File: src/logic/tvic_pkg.sv
//******************************************************************************
// Purpose: Shared constants and types of the two level vectored irq controller.
// Assumes: Seventeen arbitration positions, two of them reserved.
// Notes:   Shared widths, masks, register reset values and timing figures live here.
//******************************************************************************
package tvic_pkg;

   //***************************************************************************
   // Arbitration positions and vectors.
   //***************************************************************************
   localparam int          NUM_POS      = 17;
   localparam int          POS_W        = 5;
   localparam int          NUM_USABLE   = 15;
   localparam logic [16:0] VALID_POS    = 17'h19fff;
   localparam logic [16:0] HW_CLR_POS   = 17'h0000f;
   localparam logic [15:0] RESET_VECTOR = 16'h0000;
   localparam logic [15:0] VECTOR_BASE  = 16'h0003;
   localparam int          VECTOR_SHIFT = 3;

   //***************************************************************************
   // Special function register select lines and field layout.
   //***************************************************************************
   localparam int          NUM_REGS     = 6;
   localparam int          SEL_EN0      = 0;
   localparam int          SEL_EN1      = 1;
   localparam int          SEL_EN2      = 2;
   localparam int          SEL_PR0      = 3;
   localparam int          SEL_PR1      = 4;
   localparam int          SEL_PR2      = 5;
   localparam int          GLOBAL_BIT   = 7;
   localparam int          BASIC_FIRST  = 0;
   localparam int          BASIC_COUNT  = 7;
   localparam int          EXT1_FIRST   = 7;
   localparam int          EXT1_COUNT   = 6;
   localparam int          EXT2_FIRST   = 15;
   localparam int          EXT2_COUNT   = 2;
   localparam logic [7:0]  EXT1_MASK    = 8'h3f;
   localparam logic [7:0]  EXT2_MASK    = 8'h03;
   localparam logic [7:0]  PR0_READ_ONE = 8'h80;
   localparam logic [7:0]  REG_RESET    = 8'h00;
   localparam logic [7:0]  PR0_RESET    = 8'h80;

   //***************************************************************************
   // Response timing in system clock cycles.
   //***************************************************************************
   localparam int          DETECT_CYC   = 1;
   localparam int          CALL_CYC     = 4;
   localparam int          MIN_RESP_CYC = DETECT_CYC + CALL_CYC;
   localparam int          RETURN_FROM_INTERRUPT_INSTR_CYC     = 5;
   localparam int          DIV_CYC      = 8;
   localparam int          MAX_RESP_CYC = DETECT_CYC + RETURN_FROM_INTERRUPT_INSTR_CYC + DIV_CYC + CALL_CYC;

   //***************************************************************************
   // Controller state.
   //***************************************************************************
   typedef enum logic [1:0] {
      ST_RUN,
      ST_CALL,
      ST_HOLD
   } tvic_mode_t;

   typedef struct packed {
      tvic_mode_t        mode;
      logic [16:0]       pend;
      logic [7:0]        en0;
      logic [7:0]        en1;
      logic [7:0]        en2;
      logic [7:0]        pr0;
      logic [7:0]        pr1;
      logic [7:0]        pr2;
      logic              act_hi;
      logic              act_lo;
      logic              req;
      logic              lvl;
      logic [POS_W-1:0]  pos;
      logic [15:0]       vec;
   } tvic_state_t;

endpackage : tvic_pkg

File: src/logic/tvic_arbiter.sv
//******************************************************************************
// Purpose: Two level fixed order arbiter over the arbitration positions.
// Assumes: Inputs already gated by enables; position 0 ranks first.
// Notes:   Purely combinational; the controller registers its result.
//******************************************************************************
`timescale 1ns/1ps
module tvic_arbiter #(
   parameter int N_SRC = 17,
   parameter int POS_W = 5
) (
   input  wire logic [N_SRC-1:0] cand,
   input  wire logic [N_SRC-1:0] high,
   output logic                  found,
   output logic [POS_W-1:0]      pos,
   output logic                  level
);

   //***************************************************************************
   // Elaboration checks.
   //***************************************************************************
   if (N_SRC > (1 << POS_W)) begin : g_bad_width
      $error("tvic_arbiter: POS_W too narrow for N_SRC");
   end
   if (N_SRC != tvic_pkg::NUM_POS) begin : g_bad_count
      $error("tvic_arbiter: N_SRC must match the position count");
   end

   // Lowest set position, used once per priority level.
   function automatic logic [POS_W:0] first_set(input logic [N_SRC-1:0] v);
      logic [POS_W:0] r;
      r = '0;
      for (int i = N_SRC - 1; i >= 0; i--) begin
         if (v[i]) begin
            r = {1'b1, POS_W'(i)};
         end
      end
      return r;
   endfunction : first_set

   logic [POS_W:0] hi_pick;
   logic [POS_W:0] lo_pick;

   // High level requests win outright; order only splits equal levels.
   always_comb begin
      hi_pick = first_set(cand & high);
      lo_pick = first_set(cand & ~high);
      if (hi_pick[POS_W]) begin
         found = 1'b1;
         pos   = hi_pick[POS_W-1:0];
         level = 1'b1;
      end else begin
         found = lo_pick[POS_W];
         pos   = lo_pick[POS_W-1:0];
         level = 1'b0;
      end
   end

endmodule : tvic_arbiter

File: src/logic/tvic_ctrl.sv
//******************************************************************************
// Purpose: Two level vectored interrupt controller for a small CPU core.
// Assumes: Core pulses ack at call start, return_done and instr_done at ends.
// Notes:   Enable and priority registers are written through select strobes.
//******************************************************************************
// Summary of operation
// - A source event always sets its pending flag, enabled or not.
// - Enabled pending flag raises a request; core then calls the vector.
// - Global enable bit 7 must be set before any request can appear.
// - Pending flag of a disabled source stays set and requests nothing.
// - Enables map to basic bits 0-6, extended-1 bits 0-5, extended-2 bits 0-1.
// - Call start clears flags of positions 0 to 3 only.
// - Flag still set after return re-requests after one more instruction.
// - Software setting a flag acts exactly like a hardware event.
// - High may preempt low; nothing preempts a running high routine.
// - All priority bits reset to low except bit 7 of the basic register, which reads one.
// - Higher level wins; equal levels go to lowest position.
// - Requests are sampled every cycle; request appears one cycle after flag.
// - Request pending during return waits one instruction before the call.
// - Equal or higher running routine holds new request until return plus one.
// - Vector is 0x0003 plus eight times position; reset vector 0x0000.
// - Fifteen usable sources, two levels; reset ranks above all.
`timescale 1ns/1ps
module tvic_ctrl (
   input  wire logic        clk,
   input  wire logic        arst_n,
   input  wire logic [16:0] src_event,
   input  wire logic [16:0] flag_set_sw,
   input  wire logic [16:0] flag_clr_sw,
   input  wire logic [5:0]  cfg_wr_sel,
   input  wire logic [7:0]  cfg_wr_data,
   input  wire logic        cpu_ack,
   input  wire logic        cpu_return_done,
   input  wire logic        cpu_instr_done,
   output logic             irq_req,
   output logic [15:0]      irq_vector,
   output logic             irq_level,
   output logic [4:0]       irq_pos,
   output logic [16:0]      pending,
   output logic [7:0]       irq_enable_reg,
   output logic [7:0]       ext_irq_enable_reg1,
   output logic [7:0]       ext_irq_enable_reg2,
   output logic [7:0]       irq_priority_reg,
   output logic [7:0]       ext_irq_priority_reg1,
   output logic [7:0]       ext_irq_priority_reg2,
   output logic             active_high,
   output logic             active_low
);

   //***************************************************************************
   // State and decode.
   //***************************************************************************
   tvic_pkg::tvic_state_t     st_reg;
   tvic_pkg::tvic_state_t     st_next;
   logic [16:0]               en_mask;
   logic [16:0]               hi_mask;
   logic [16:0]               cand;
   logic                      win_found;
   logic [4:0]                win_pos;
   logic                      win_level;
   logic                      preempt_ok;

   // Spread three byte registers over the position map, reserved slots zero.
   function automatic logic [16:0] spread(input logic [7:0] b0,
                                          input logic [7:0] b1,
                                          input logic [7:0] b2);
      logic [16:0] m;
      m = '0;
      for (int i = 0; i < tvic_pkg::BASIC_COUNT; i++) begin
         m[tvic_pkg::BASIC_FIRST + i] = b0[i];
      end
      for (int i = 0; i < tvic_pkg::EXT1_COUNT; i++) begin
         m[tvic_pkg::EXT1_FIRST + i] = b1[i];
      end
      for (int i = 0; i < tvic_pkg::EXT2_COUNT; i++) begin
         m[tvic_pkg::EXT2_FIRST + i] = b2[i];
      end
      return m & tvic_pkg::VALID_POS;
   endfunction : spread

   // Enable and priority maps share one decoder.
   assign en_mask = spread(st_reg.en0, st_reg.en1, st_reg.en2);
   assign hi_mask = spread(st_reg.pr0, st_reg.pr1, st_reg.pr2);

   // Global enable gates every source; disabled flags are simply ignored.
   assign cand = st_reg.pend & en_mask
                 & {17{st_reg.en0[tvic_pkg::GLOBAL_BIT]}};

   // A high routine blocks all; a low one only lets high through.
   assign preempt_ok = !st_reg.act_hi
                       && (win_level || !st_reg.act_lo);

   tvic_arbiter #(
      .N_SRC (tvic_pkg::NUM_POS),
      .POS_W (tvic_pkg::POS_W)
   ) u_arb (
      .cand  (cand),
      .high  (hi_mask),
      .found (win_found),
      .pos   (win_pos),
      .level (win_level)
   );

   //***************************************************************************
   // Next state.
   //***************************************************************************
   logic [16:0] hw_clr;

   // Sampling and decode happen every cycle, so the request lags the flag by one.
   always_comb begin
      hw_clr  = '0;
      st_next = st_reg;
      case (st_reg.mode)
         tvic_pkg::ST_RUN: begin
            if (win_found && preempt_ok) begin
               st_next.req  = 1'b1;
               st_next.mode = tvic_pkg::ST_CALL;
            end
         end
         tvic_pkg::ST_CALL: begin
            if (cpu_ack) begin
               // Call begins: record level and clear self-clearing flags.
               st_next.req  = 1'b0;
               st_next.mode = tvic_pkg::ST_RUN;
               if (st_reg.lvl) begin
                  st_next.act_hi = 1'b1;
               end else begin
                  st_next.act_lo = 1'b1;
               end
               hw_clr = (17'h00001 << st_reg.pos) & tvic_pkg::HW_CLR_POS;
            end else if (!(win_found && preempt_ok)) begin
               // Flag withdrawn before the core took it.
               st_next.req  = 1'b0;
               st_next.mode = tvic_pkg::ST_RUN;
            end
         end
         tvic_pkg::ST_HOLD: begin
            // One full instruction must run after a return.
            if (cpu_instr_done) begin
               st_next.mode = tvic_pkg::ST_RUN;
            end
         end
         default: begin
            st_next.mode = tvic_pkg::ST_RUN;
            st_next.req  = 1'b0;
         end
      endcase

      // The winner is refreshed until the ack freezes it.
      if (st_next.req && !(st_reg.mode == tvic_pkg::ST_CALL && cpu_ack)) begin
         st_next.pos = win_pos;
         st_next.lvl = win_level;
         st_next.vec = tvic_pkg::VECTOR_BASE
                       + (16'(win_pos) << tvic_pkg::VECTOR_SHIFT);
      end

      // Return drops the newest level; high is always the newer when both set.
      if (cpu_return_done) begin
         if (st_reg.act_hi) begin
            st_next.act_hi = 1'b0;
         end else begin
            st_next.act_lo = 1'b0;
         end
         st_next.req  = 1'b0;
         st_next.mode = tvic_pkg::ST_HOLD;
      end

      // Sets win over any clear landing in the same cycle.
      st_next.pend = ((st_reg.pend & ~flag_clr_sw & ~hw_clr)
                      | src_event
                      | flag_set_sw)
                     & tvic_pkg::VALID_POS;

      // Register writes; reserved bits hold their fixed values.
      if (cfg_wr_sel[tvic_pkg::SEL_EN0]) begin
         st_next.en0 = cfg_wr_data;
      end
      if (cfg_wr_sel[tvic_pkg::SEL_EN1]) begin
         st_next.en1 = cfg_wr_data & tvic_pkg::EXT1_MASK;
      end
      if (cfg_wr_sel[tvic_pkg::SEL_EN2]) begin
         st_next.en2 = cfg_wr_data & tvic_pkg::EXT2_MASK;
      end
      if (cfg_wr_sel[tvic_pkg::SEL_PR0]) begin
         st_next.pr0 = cfg_wr_data | tvic_pkg::PR0_READ_ONE;
      end
      if (cfg_wr_sel[tvic_pkg::SEL_PR1]) begin
         st_next.pr1 = cfg_wr_data & tvic_pkg::EXT1_MASK;
      end
      if (cfg_wr_sel[tvic_pkg::SEL_PR2]) begin
         st_next.pr2 = cfg_wr_data & tvic_pkg::EXT2_MASK;
      end
   end

   //***************************************************************************
   // State register.
   //***************************************************************************
   // Reset parks the vector at the reset address with every priority low.
   always_ff @(posedge clk or negedge arst_n) begin
      if (!arst_n) begin
         st_reg.mode   <= tvic_pkg::ST_RUN;
         st_reg.pend   <= '0;
         st_reg.en0    <= tvic_pkg::REG_RESET;
         st_reg.en1    <= tvic_pkg::REG_RESET;
         st_reg.en2    <= tvic_pkg::REG_RESET;
         st_reg.pr0    <= tvic_pkg::PR0_RESET;
         st_reg.pr1    <= tvic_pkg::REG_RESET;
         st_reg.pr2    <= tvic_pkg::REG_RESET;
         st_reg.act_hi <= 1'b0;
         st_reg.act_lo <= 1'b0;
         st_reg.req    <= 1'b0;
         st_reg.lvl    <= 1'b0;
         st_reg.pos    <= '0;
         st_reg.vec    <= tvic_pkg::RESET_VECTOR;
      end else begin
         st_reg <= st_next;
      end
   end

   //***************************************************************************
   // Outputs, all straight from the state register.
   //***************************************************************************
   assign irq_req               = st_reg.req;
   assign irq_vector            = st_reg.vec;
   assign irq_level             = st_reg.lvl;
   assign irq_pos               = st_reg.pos;
   assign pending               = st_reg.pend;
   assign irq_enable_reg        = st_reg.en0;
   assign ext_irq_enable_reg1   = st_reg.en1;
   assign ext_irq_enable_reg2   = st_reg.en2;
   assign irq_priority_reg      = st_reg.pr0;
   assign ext_irq_priority_reg1 = st_reg.pr1;
   assign ext_irq_priority_reg2 = st_reg.pr2;
   assign active_high           = st_reg.act_hi;
   assign active_low            = st_reg.act_lo;
endmodule : tvic_ctrl

File: config.mk
export PLATFORM = sky130hd
export DESIGN_NAME = tvic_ctrl
export DESIGN_NICKNAME = d
export VERILOG_FILES = /design/src/logic/tvic_pkg.sv /design/src/logic/tvic_arbiter.sv /design/src/logic/tvic_ctrl.sv
export SDC_FILE = /design/constraint.sdc
export NUM_CORES = 1
export LEC_CHECK = 0
export ABC_AREA = 1
export BUFFER_PORTS_ARGS = -buffer_cell sky130_fd_sc_hd__clkbuf_2
export CAP_MARGIN = 20
export CORE_MARGIN = 2
export CORE_UTILIZATION = 35
export DETAILED_ROUTE_END_ITERATION = 10
export PLACE_DENSITY = 0.76
export SLEW_MARGIN = 20
export SYNTH_ARGS = -nofsm -noshare
export SYNTH_HDL_FRONTEND = slang
export SYNTH_SLANG_ARGS = --single-unit
File: constraint.sdc
create_clock -name clk -period 2.2 [get_ports clk]
set_clock_uncertainty 0.2 [all_clocks]
set_input_delay 0.33 -clock clk [delete_from_list [all_inputs] [get_ports clk]]
set_output_delay 0.33 -clock clk [all_outputs]
set_load 0.02 [all_outputs]
# After elaboration in Yosys (flattened, before gate mapping)
# Cells that the tools add are included.
# classes
muxes	56
shift	1
eq_ne	5
n_reduce_logical	10
bitwise	11
n_addsub	1
# ops
op	n
$mux W6	34
$and A17 B17 Y17	6
$not A17 Y17	3
$or A17 B17 Y17	2
$mux W17	1
$mux W2	7
$add A2 B8 Y9 const A	1
$mux W1	9
$ne A3 B3 Y1 const B	2
$pmux W2 S3	1
$mux W5	1
$shl A1 B5 Y4 const A	1
$logic_and A1 B1 Y1	4
$mux W4	1
$ne A4 B4 Y1 const B	1
$logic_not A1 Y1	3
$mux W3	1
$pmux W1 S3	1
$reduce_and A3 Y1	1
$eq A2 B1 Y1 const B	1
$eq A2 B2 Y1 const B	1
$logic_not A2 Y1	1
$logic_or A1 B1 Y1	1
# word_totals
out_inout_bits	90
inputBits	70
register_bits	73

# Longest topological paths before layout
# Gate-level depths: netlist of run 1.
# logic_depth
word_depth	28
depth_mapped	19

# By module
# From an unflattened synthesis of run 1, not the netlist that was laid out.
# hier_totals
hier_cells	480
area_unflattened_um2	3634.7
# by_module_without_submodules
mod	seq_area_each_um2	area_each_um2	cells_per_inst	n_inst
tvic_ctrl	1451.4	3056.7	344	1
tvic_arbiter	0.0	578.1	136	1

# Least setup slack after synthesis of run 1
# OpenSTA, ideal clock, no wires.
# synth_timing
path_kind	reg2reg
startpoint	register st_reg, in the netlist irq_enable_reg[7]
endpoint	register st_reg, in the netlist irq_vector[1]
stages_incl_launch_ff	13
arrival_ns	1.741
n_path_buf	1
t_required_ns	1.876
slack_ns	0.135
period_less_slack_ns	2.065
path_cell_list	dfrtp_1 > buf_2 > nand4_1 > nand2_1 > nor2_1 > nand3_2 > nor2_4 > nand2_2 > nand3_2 > nand2_2 > nand2_4 > inv_2 > or2_1
# synth_via
elab_chain_cells	27
# synth_rtl
item	line_no	text
from (decl)	tvic_ctrl.sv:53	tvic_pkg::tvic_state_t st_reg;
from (signal assigned)	tvic_ctrl.sv:216	st_reg <= st_next;
$and A17 B17 Y17 (*)	tvic_ctrl.sv:87	& {17{st_reg.en0[tvic_pkg::GLOBAL_BIT]}};
$and A17 B17 Y17	tvic_arbiter.sv:45	hi_pick = first_set(cand & high);
$mux W6 (17 in a row)	tvic_arbiter.sv:33	if (v[i]) begin
$mux W1	tvic_arbiter.sv:47	if (hi_pick[POS_W]) begin
$logic_or A1 B1 Y1	tvic_ctrl.sv:91	&& (win_level || !st_reg.act_lo);
$logic_and A1 B1 Y1	tvic_ctrl.sv:91	
$logic_and A1 B1 Y1 (*)	tvic_ctrl.sv:115, tvic_ctrl.sv:131	
$mux W1	tvic_ctrl.sv:131	end else if (!(win_found && preempt_ok)) begin
$mux W1	tvic_ctrl.sv:121	if (cpu_ack) begin
$pmux W1 S3 (*)	tvic_ctrl.sv:113	case (st_reg.mode)
$logic_and A1 B1 Y1 (*)	tvic_ctrl.sv:150	if (st_next.req && !(st_reg.mode == tvic_pkg::ST_CALL && cpu_ack)) begin
# Mark *: on every way between the ends. The rest lies on a longest branch, timed or not.
# A chain may end at the register's enable or synchronous reset.

# Worst setup path in the final report of run 1
# Same ends and word-level chain as after synthesis.

==> metrics.yaml, run 1 <==
fmax_ghz: 0.440
power_frac_comb_pct: 34.1
wirelength_um: 9740
via_per_inst: 4.66
clock_latency_ns: 0.35
switchingPower_uw: 1290
crit_family: "simple AND/OR/NAND/NOR gates"
power_density_nw_per_um2: 772
clkPwrFrac_pct: 28.6
grt-ovfl-total: 0
avgSynthCellArea_um2: 8.42
crit_slowest_cell: "dfrtp_1"
dr.pass1.iters: 4
reg2reg_depth: 13
fin_crit_ns: 2.27
p_int_uw: 2290
slowest_delay_ns: 0.40
holdCritPathClass: "input pin to flop"
cp_max_fo: 8
clk_pin_slew_ns: 0.07
synth_edf_count: 0
async_reset_ff_share_pct: 100
synth_seq_area_share_pct: 41.4
rsz0062_at_grt: "true"
ys_types: 30
die_y_um: 104
netlist_instances: 416
largest_register_ffs: 15
clkSinkCount: 58
fin_ws_ns: -0.0747
n_antenna_cell: 0
dieWidth_um: 104
rrSetupSlack_ns: -0.07
hold_viol: 1
crit_chain: "buf_12 -> buf_8 -> nand4_1 -> nand2_1 -> nor2_1 -> nand3_2 -> nor2_4 -> nand2_2 -> nand3_2 -> nand2_2 -> nand2_4 -> inv_6 -> or2_1"
min_path_cells: 2
multi_input_area_um2: 1370
seqPwrFrac_pct: 37.3
critPathKind: "flop to flop"
cts.root.buffer_cell: "clkbuf_8"
fin_crit_sh_pct: 103
antenna_found_initial: 0
core_um2: 9730
hold_ws_ns: -0.0174
synth_commonest_cells: "buf_4, nand2_1, dfrtp_1"
area_growth_pct: 32.3
num_rows: 36
fp.dieArea_um2: 10800
hpwl_um: 6960
synthTopCellsByArea: "dfrtp_1, buf_4, nand2_1"
grt_usage_pct: 17.8
ys_seq_elements: 58
start_util_pct: 36.0
nFillCells: 897
cts_tree: "yes"
regArea_um2: 1450
syn-cell-area_um2: 3500
hold_path_end: "pending[15]"
status: "finished with violations"
cp_num_buf_inv: 3
peakVddDrop_mv: 0.316
cts_buffer_depth: 2
synth_top_cell_by_area: "dfrtp_1"
place_area_um2: 3900
hp-start: "flag_clr_sw[15]"
drt_iter0_drc: 177
drc: 0
drive_gt1_share_pct: 40.1
fin_util_pct: 47.6
numCtsBuffers: 9
slew_viol_final: 0
path_depth: 13
htreeDepth: 3
violations: "negative hold slack, negative setup slack"
cp-end-kind: "flop"
maxCapViolations: 0
final_antenna_net_count: 0
ys_warn_count: 0
synth_most_common_cell: "buf_4"
worstPathRequired_ns: 2.24
first_global_vias: 3201
r2r_end: "irq_vector[1]"
setup_violations: 7
layout.nets: 627
start_kind: "flop"
cellLeakagePower_uw: 0.00246
power.share.switching_pct: 36.1
pin_count: 160
reg2reg_from: "irq_enable_reg[7]"
grt_max_degree: 32
fin_area_um2: 4640
synthFlopType: "dfrtp_1"
cp.arrival_ns: 2.31
via_count: 3235
avgRoutedWirePerCell_um: 14.0
grt_pass1_wl_um: 15300
place.gp.congestion: 0.968
port_buffers: 125
yosys.area.top_type_share_pct: 41.4
[per-stage QoR]
step	hold slack, ns	setup slack [ns]	power, uW	instances	setup TNS [ns]
after detailed placement	0.0942	-0.107	2390	629	-0.343
after CTS	0.00362	-0.0287	3530	694	-0.0421
final	-0.0174	-0.0747	3580	694	-0.249
after floorplan	-0.166	0.135	2190	442	0
after global placement	0.0869	0.00631	2360	629	0
after global routing	0.0180	-0.230	3770	694	-1.59
[power by group through the flow]
| stage | registers (uW) | clock network [uW] | logic (uW) |
|---|---|---|---|
| 2_1_floorplan | 1320 | 0 | 867 |
| 3_3_place_gp | 1330 | 0 | 1030 |
| 3_5_place_dp | 1340 | 0 | 1050 |
| 4_1_cts | 1320 | 1050 | 1160 |
| 5_1_grt | 1350 | 1090 | 1330 |
| 6_report | 1330 | 1020 | 1220 |
[placed cells by master, fill, tap and decap left out]
master           n
nor2_4           1
clkinv_2         1
mux2_2          19
dfrtp_1         58
a32oi_1          1
conb_1          28
clkbuf_8        12
inv_6            1
bufinv_16        1
nor3_4           1
or2_1            1
clkbuf_2       125
buf_4           36
nor2_1          27
nor2_2           7
o31ai_1          6
o21ba_2          1
nor3_1           6
buf_6            1
nand2_4          1
o21bai_1         1
o21ai_1          1
nand3_1          7
a31oi_1          2
inv_1           40
nand2_2          8
clkbuf_1         1
buf_8            1
o21ai_0         29
nor3_2           1
dlygate4sd3_1   32
nand4_1         28
a21oi_1          3
nand2_1         62
nand3b_1         3
o21ai_2          1
nand3_2          5
buf_12           2
[final cells by class]
cell class	count	share of cell area, %
multi-input cells	250	29.6
inverters	41	3.43
flip-flops and latches	58	31.3
clock buffers	13	3.64
clock inverters	2	0.756
well taps	133	3.59
repair buffers	197	27.7
[worst register-to-register path, delay by kind of cell, from the launching register on]
family,cells,cell delay [ns]
flip-flops,1,0.40
buffers and inverters,3,0.33
AND/OR/NAND/NOR,10,1.24
[how the worst max path moves through the flow]
stage	start	to
2_1_floorplan	irq_enable_reg[7]	irq_vector[1]
3_3_place_gp	irq_enable_reg[7]	irq_vector[1]
3_5_place_dp	irq_enable_reg[7]	irq_vector[1]
4_1_cts	irq_enable_reg[7]	irq_vector[1]
5_1_grt	irq_enable_reg[7]	irq_pos[3]
6_report	irq_enable_reg[7]	irq_vector[1]
[routing by layer]
| layer | up-vias | routed length, um | track usage (%) |
|---|---|---|---|
| li1 | 1531 | - | - |
| met1 | 1520 | 3980 | 20.6 |
| met2 | 158 | 4830 | 31.2 |
| met3 | 26 | 690 | 5.20 |
| met4 | 0 | 238 | 6.56 |
| met5 | - | 0 | 0 |
[timing repair]
| action | 4_1_cts | 5_1_grt |
|---|---|---|
| pin swaps | 10 | 7 |
| gates cloned | 0 | 0 |
| setup buffers | 16 | 2 |
| resized for setup | 9 | 14 |
| hold endpoints to repair | 30 | 0 |
| setup endpoints to repair | 8 | 11 |
| hold buffers | 34 | 0 |
[cell families after synthesis]
| kind of cell | count (synthesis) | synth area share [%] |
|---|---|---|
| AOI/OAI and AO/OA | 45 | 7.25 |
| buffers and inverters | 134 | 23.8 |
| DFF | 58 | 41.4 |
| muxes | 19 | 6.11 |
| other | 2 | 0.214 |
| and+or+nand+nor | 158 | 21.2 |
(Power assumes the default switching activity.)
==> run 2, diff against run 1 <==
--- a/config.mk
+++ b/config.mk
@@ -7,11 +7,11 @@
 export LEC_CHECK = 0
 export ABC_AREA = 1
 export BUFFER_PORTS_ARGS = -buffer_cell sky130_fd_sc_hd__clkbuf_2
-export CAP_MARGIN = 20
+export CAP_MARGIN = 25
 export CORE_MARGIN = 2
-export CORE_UTILIZATION = 35
+export CORE_UTILIZATION = 38
 export DETAILED_ROUTE_END_ITERATION = 10
-export PLACE_DENSITY = 0.76
+export PLACE_DENSITY = 0.81
 export SLEW_MARGIN = 20
 export SYNTH_ARGS = -nofsm -noshare
 export SYNTH_HDL_FRONTEND = slang
==> run 2 against run 1 <==
First-iteration DRC count decreased by 54%. Sequential power about the same. Largest cell class unchanged. The flow finishes with violations (negative setup slack). Flip-flop and latch count is the same. Critical path depth grew 3. Critical endpoint unchanged. Routed wire length fell by 6.6%.
==> metrics.yaml, run 2 (synthesized netlist as in run 1, its figures left out) <==
status: "finished with violations"  # unchanged
violations: "negative setup slack"  # was negative hold slack, negative setup slack
p_int_uw: 2190  # was 2290 uW
max_slew_margin_pct: 61.7
seqPwrFrac_pct: 38.6  # was 37.3%
slowest_delay_ns: 0.47  # was 0.40 ns
final_antenna_net_count: 0  # unchanged
peakVddDrop_mv: 0.338  # was 0.316 mV
clkSinkCount: 58  # unchanged
dp_cells: 604  # was 629
hold_ws_ns: 0.00786  # was -0.0174 ns
largest_register_ffs: 15  # unchanged
grt_usage_pct: 17.5  # was 17.8%
multi_input_area_um2: 1360  # was 1370 um^2
clock_latency_ns: 0.34  # was 0.35 ns
pre_cts_slack_ns: -0.0390  # was -0.107 ns
grt-ovfl-total: 0  # unchanged
critPathKind: "flop to flop"  # unchanged
area_growth_pct: 27.3  # was 32.3%
fmax_ghz: 0.441  # was 0.440 GHz
slew_viol_final: 0  # unchanged
final_cells: 656  # was 694
avgRoutedWirePerCell_um: 13.9  # was 14.0 um
cellLeakagePower_uw: 0.00238  # was 0.00246 uW
nFillCells: 868  # was 897
die_y_um: 100  # was 104 um
cp_max_fo: 8  # unchanged
dieWidth_um: 100  # was 104 um
via_count: 3028  # was 3235
start_kind: "flop"  # unchanged
crit_slowest_cell: "dfrtp_2"  # was dfrtp_1
rsz0062_at_grt: "true"  # unchanged
clk_pin_slew_ns: 0.07  # about the same
hp-start: "src_event[5]"  # was flag_clr_sw[15]
setup_violations: 6  # was 7
timing.critical_path.mode_cell: "nand2_1"
fin_crit_ns: 2.27  # about the same
fp.dieArea_um2: 10000  # was 10800 um^2
cts.root.buffer_cell: "clkbuf_8"  # unchanged
hold_path_end: "pending[5]"  # was pending[15]
antenna_found_initial: 0  # unchanged
maxCapViolations: 0  # unchanged
drt_iter0_drc: 82  # was 177
fin_ws_ns: -0.0673  # was -0.0747 ns
grt_max_degree: 27  # was 32
holdCritPathClass: "input pin to flop"  # unchanged
final_cell_mix: "clkbuf_2, nand2_1, dfrtp_1"  # unchanged
dr.pass1.iters: 4  # unchanged
worstPathRequired_ns: 2.23  # was 2.24 ns
start_util_pct: 38.5  # was 36.0%
reg2reg_depth: 16  # was 13
core_um2: 9110  # was 9730 um^2
hold_viol: 0  # was 1
wirelength_um: 9090  # was 9740 um
clkPwrFrac_pct: 28.1  # was 28.6%
cp-end-kind: "flop"  # unchanged
power_frac_comb_pct: 33.3  # was 34.1%
r2r_end: "irq_vector[1]"  # unchanged
cts_tree: "yes"  # unchanged
pin_count: 160  # unchanged
reg2reg_from: "irq_enable_reg[7]"  # unchanged
numCtsBuffers: 9  # unchanged
regArea_um2: 1450  # about the same
n_antenna_cell: 0  # unchanged
fin_util_pct: 49.0  # was 47.6%
num_rows: 35  # was 36
cts_buffer_depth: 2  # unchanged
first_global_vias: 2813  # was 3201
power_density_nw_per_um2: 771  # was 772 nW/um^2
worst_pin_slew_ns: 0.574
mostFrequentLayoutCell: "clkbuf_2"  # unchanged
via_per_inst: 4.62  # was 4.66
htreeDepth: 3  # unchanged
grt_pass1_wl_um: 13500  # was 15300 um
switchingPower_uw: 1250  # was 1290 uW
cp.arrival_ns: 2.30  # was 2.31 ns
drive_gt1_share_pct: 38.3  # was 40.1%
fin_crit_sh_pct: 103  # about the same
hpwl_um: 6700  # was 6960 um
power.share.switching_pct: 36.4  # was 36.1%
port_buffers: 125  # unchanged
drc: 0  # unchanged
crit_chain: "buf_12 -> nand3_2 -> nor2_2 -> nor2_1 -> nand2_1 -> nor2_2 -> nand2_1 -> nor2_2 -> nand2_1 -> nand2_1 -> nand2_2 -> nand3_2 -> nand2_2 -> nand2_4 -> inv_4 -> or2_1"  # was buf_12 -> buf_8 -> nand4_1 -> nand2_1 -> nor2_1 -> nand3_2 -> nor2_4 -> nand2_2 -> nand3_2 -> nand2_2 -> nand2_4 -> inv_6 -> or2_1
min_path_cells: 3  # was 2
rrSetupSlack_ns: -0.07  # about the same
layout.nets: 611  # was 627
place.gp.congestion: 0.890  # was 0.968
-- run 2: power by group through the flow --
stage / clock network [uW] / registers [uW] / logic [uW]
after floorplan: 0 / 1320 / 867
after global placement: 0 / 1330 / 1030
after detailed placement: 0 / 1340 / 1040
after CTS: 986 / 1320 / 1090
after global routing: 1030 / 1350 / 1250
final: 966 / 1330 / 1150
-- run 2: worst max-delay path by stage --
stage                                  from            end  slack, ns  depth (start not counted)
after floorplan           irq_enable_reg[7]  irq_vector[1]       0.13                         12
after global placement    irq_enable_reg[7]  irq_vector[1]       0.01                         16
after detailed placement  irq_enable_reg[7]  irq_vector[1]      -0.04                         16
after CTS                 irq_enable_reg[7]  irq_vector[1]      -0.04                         16
after global routing      irq_enable_reg[7]  irq_vector[1]      -0.18                         16
final                     irq_enable_reg[7]  irq_vector[1]      -0.07                         16
-- run 2: layout make-up --
class                           count  share of cell area, %
Clock buffer                       12                   3.25
Inverter                           41                   3.51
Sequential cell                    58                   32.6
Multi-Input combinational cell    250                   30.5
Tap cell                          111                   3.11
Clock inverter                      3                  0.897
Timing Repair Buffer              181                   26.1
-- run 2: critical path: cells and delay by family (launching register included) --
family / cells / cell delay, ns
and+or+nand+nor: 14 / 1.27
DFF: 1 / 0.47
buffers and inverters: 2 / 0.22
-- run 2: per-stage QoR --
step	cell area, um^2	TNS (ns)	total power (uW)
6_report	4460	-0.165	3440
5_1_grt	4460	-1.25	3630
4_1_cts	4330	-0.0573	3390
3_5_place_dp	3840	-0.0390	2380
3_3_place_gp	3840	0	2350
2_1_floorplan	3600	0	2190
-- run 2: what timing repair did --
action                                  4_1_cts  5_1_grt
endpoints found under the hold margin        34        0
resized for setup                             1       16
buffers inserted                              1        5
pin swaps                                     2        6
hold buffers                                 29        0
cloned                                        0        2
endpoints found under the setup margin        2       12
-- run 2: routing by layer --
metal  track usage, %  vias to the layer above  share of wire, %
met4             6.43                        0               1.3
met3             3.62                       11               5.7
met2             31.9                      108                51
met1             20.4                     1404                42
li1                 -                     1505                 -
met5                0                        -                 0
==> run 3, diff against run 2 <==
--- a/config.mk
+++ b/config.mk
@@ -16,3 +16,4 @@
 export SYNTH_ARGS = -nofsm -noshare
 export SYNTH_HDL_FRONTEND = slang
 export SYNTH_SLANG_ARGS = --single-unit
+export TNS_END_PERCENT = 5
==> run 3 against run 2 <==
The flow still finishes with violations (negative setup slack). Fmax grew 1.5%. Cell count shrank 0.91%. First-iteration DRC count grew 27%. Power shrank 1.8%. Register-to-register slack gained 0.03 ns. Via count shrank 1.6%. Global-route usage is the same. Worst setup slack gained 0.033 ns. Largest cell class unchanged. Highest routed layer unchanged.
==> metrics.yaml, run 3 (synthesized netlist as in run 1, its figures left out) <==
status: "finished with violations"  # unchanged
violations: "negative setup slack"  # unchanged
port_buffers: 125  # unchanged
wirelength_um: 8710  # was 9090 um
clkPwrFrac_pct: 28.6  # was 28.1%
start_util_pct: 38.5  # unchanged
seqPwrFrac_pct: 39.1  # was 38.6%
cts_buffer_depth: 2  # unchanged
grt_max_degree: 27  # unchanged
clkSinkCount: 58  # unchanged
avgRoutedWirePerCell_um: 13.4  # was 13.9 um
hold_ws_ns: 0.00818  # was 0.00786 ns
fin_util_pct: 47.7  # was 49.0%
setup_violations: 2  # was 6
critPathKind: "flop to flop"  # unchanged
fin_crit_sh_pct: 102  # was 103%
pin_count: 160  # unchanged
antenna_found_initial: 0  # unchanged
hold_viol: 0  # unchanged
dr.pass1.iters: 4  # unchanged
clk_pin_slew_ns: 0.07  # about the same
n_antenna_cell: 0  # unchanged
final_cell_mix: "clkbuf_2, nand2_1, dfrtp_1"  # unchanged
clock_latency_ns: 0.34  # about the same
grt_usage_pct: 17.5  # unchanged
area_growth_pct: 24.0  # was 27.3%
fin_tns_setup_ns: -0.0394  # was -0.165 ns
holdCritPathClass: "input pin to flop"  # unchanged
power.share.switching_pct: 36.2  # was 36.4%
rsz0062_at_grt: "true"  # unchanged
worstPathRequired_ns: 2.23  # about the same
power_frac_comb_pct: 32.3  # was 33.3%
core_um2: 9110  # unchanged
first_global_vias: 2813  # unchanged
die_y_um: 100  # unchanged
htreeDepth: 3  # unchanged
switchingPower_uw: 1220  # was 1250 uW
via_count: 2981  # was 3028
numCtsBuffers: 9  # unchanged
num_rows: 35  # unchanged
fp.dieArea_um2: 10000  # unchanged
slew_viol_final: 0  # unchanged
largest_register_ffs: 15  # unchanged
grt-ovfl-total: 0  # unchanged
fmax_ghz: 0.448  # was 0.441 GHz
drive_gt1_share_pct: 36.0  # was 38.3%
final_antenna_net_count: 0  # unchanged
hpwl_um: 6700  # unchanged
layout.nets: 605  # was 611
maxCapViolations: 0  # unchanged
power_density_nw_per_um2: 777  # was 771 nW/um^2
start_kind: "flop"  # unchanged
mostFrequentLayoutCell: "clkbuf_2"  # unchanged
worst_pin_slew_ns: 0.567  # was 0.574 ns
p_int_uw: 2150  # was 2190 uW
fin_crit_ns: 2.23  # was 2.27 ns
cp_max_fo: 26  # was 8
grt_pass1_wl_um: 13500  # unchanged
cp-end-kind: "flop"  # unchanged
via_per_inst: 4.59  # was 4.62
cellLeakagePower_uw: 0.00233  # was 0.00238 uW
peakVddDrop_mv: 0.335  # was 0.338 mV
dieWidth_um: 100  # unchanged
cts_tree: "yes"  # unchanged
fin_ws_ns: -0.0345  # was -0.0673 ns
pre_cts_slack_ns: -0.0390  # unchanged
max_slew_margin_pct: 62.2  # was 61.7%
nFillCells: 876  # was 868
drt_iter0_drc: 104  # was 82
cp.arrival_ns: 2.26  # was 2.30 ns
drc: 0  # unchanged
place.gp.congestion: 0.890  # unchanged
cts.root.buffer_cell: "clkbuf_8"  # unchanged
==> run 3: cell count changes in the layout (fill, tap and decap cells not counted), moves of 2 or more <==
cell | previous run | this run
nor2_1 | 27 | 29
nand2_2 | 6 | 3
nand3_2 | 5 | 2
clkbuf_16 | 2 | 0
nand2_1 | 64 | 67
nand3_1 | 7 | 10
buf_4 | 24 | 20
==> run 3: repair_timing <==
item	4_1_cts	5_1_grt
endpoints found under the hold margin	34	0
pin swaps	2	3
hold buffers	29	0
gates resized for setup	1	4
setup endpoints to repair	2	12
setup buffers	1	1
gates cloned	0	0
==> run 3: through the flow <==
stage / total power (uW) / cell area (um^2) / std cells
detailed placement: 2380 / 3840 / 604
global placement: 2350 / 3840 / 604
CTS: 3390 / 4330 / 649
floorplan: 2190 / 3600 / 442
finish: 3370 / 4350 / 650
global route: 3570 / 4350 / 650
==> run 3: power groups by stage <==
stage / combinational [uW] / clock, uW / sequential (uW)
after floorplan: 867 / 0 / 1320
after global routing: 1200 / 1030 / 1350
after global placement: 1030 / 0 / 1330
after CTS: 1090 / 986 / 1320
after detailed placement: 1040 / 0 / 1340
final: 1090 / 966 / 1320
==> run 3: critical path, stage by stage, from the launching register on <==
cell	delay, ns
dfrtp_1	0.41
buf_12	0.17
nand3_1	0.09
nor2_1	0.06
nor2_1	0.14
nand2_1	0.08
nor2_2	0.10
nand2_1	0.07
nor2_2	0.13
nand2_1	0.06
nand2_1	0.07
nand2_2	0.07
nand3_2	0.08
nand2_2	0.07
nand2_4	0.07
inv_2	0.06
or2_1	0.20
==> run 3: worst paths after layout <==
| check | startpoint | end | slack (ns) | cells after the start |
|---|---|---|---|---|
| max | irq_enable_reg[7] | irq_vector[1] | -0.03 | 16 |
| min | src_event[5] | pending[5] | 0.008 | 3 |
| max reg2reg | irq_enable_reg[7] | irq_vector[1] | -0.03 | 16 |
| min reg2reg | irq_vector[1] | irq_vector[1] | 0.29 | 1 |
| max in group asynchronous | arst_n | irq_priority_reg[5] | 0.78 | 3 |
| min in group asynchronous | arst_n | pending[8] | 0.31 | 2 |
==> run 3: cell type report <==
| class | count | area, um^2 | share of cell area (%) |
|---|---|---|---|
| timing repair buffer | 175 | 1090 | 25.0 |
| clock buffer | 12 | 145 | 3.34 |
| inverter | 41 | 154 | 3.54 |
| sequential | 58 | 1450 | 33.4 |
| multi-input combinational | 250 | 1330 | 30.6 |
| clock inverter | 3 | 40.0 | 0.921 |
| tap | 111 | 139 | 3.20 |
==> run 3: layer usage <==
metal	wire [um]	track usage (%)	up-vias	part of all wire, %
met5	0	0	-	0
met4	121	6.43	0	1.4
met3	507	3.62	11	5.8
met2	4460	31.9	101	51
met1	3610	20.4	1380	42
li1	-	-	1489	-
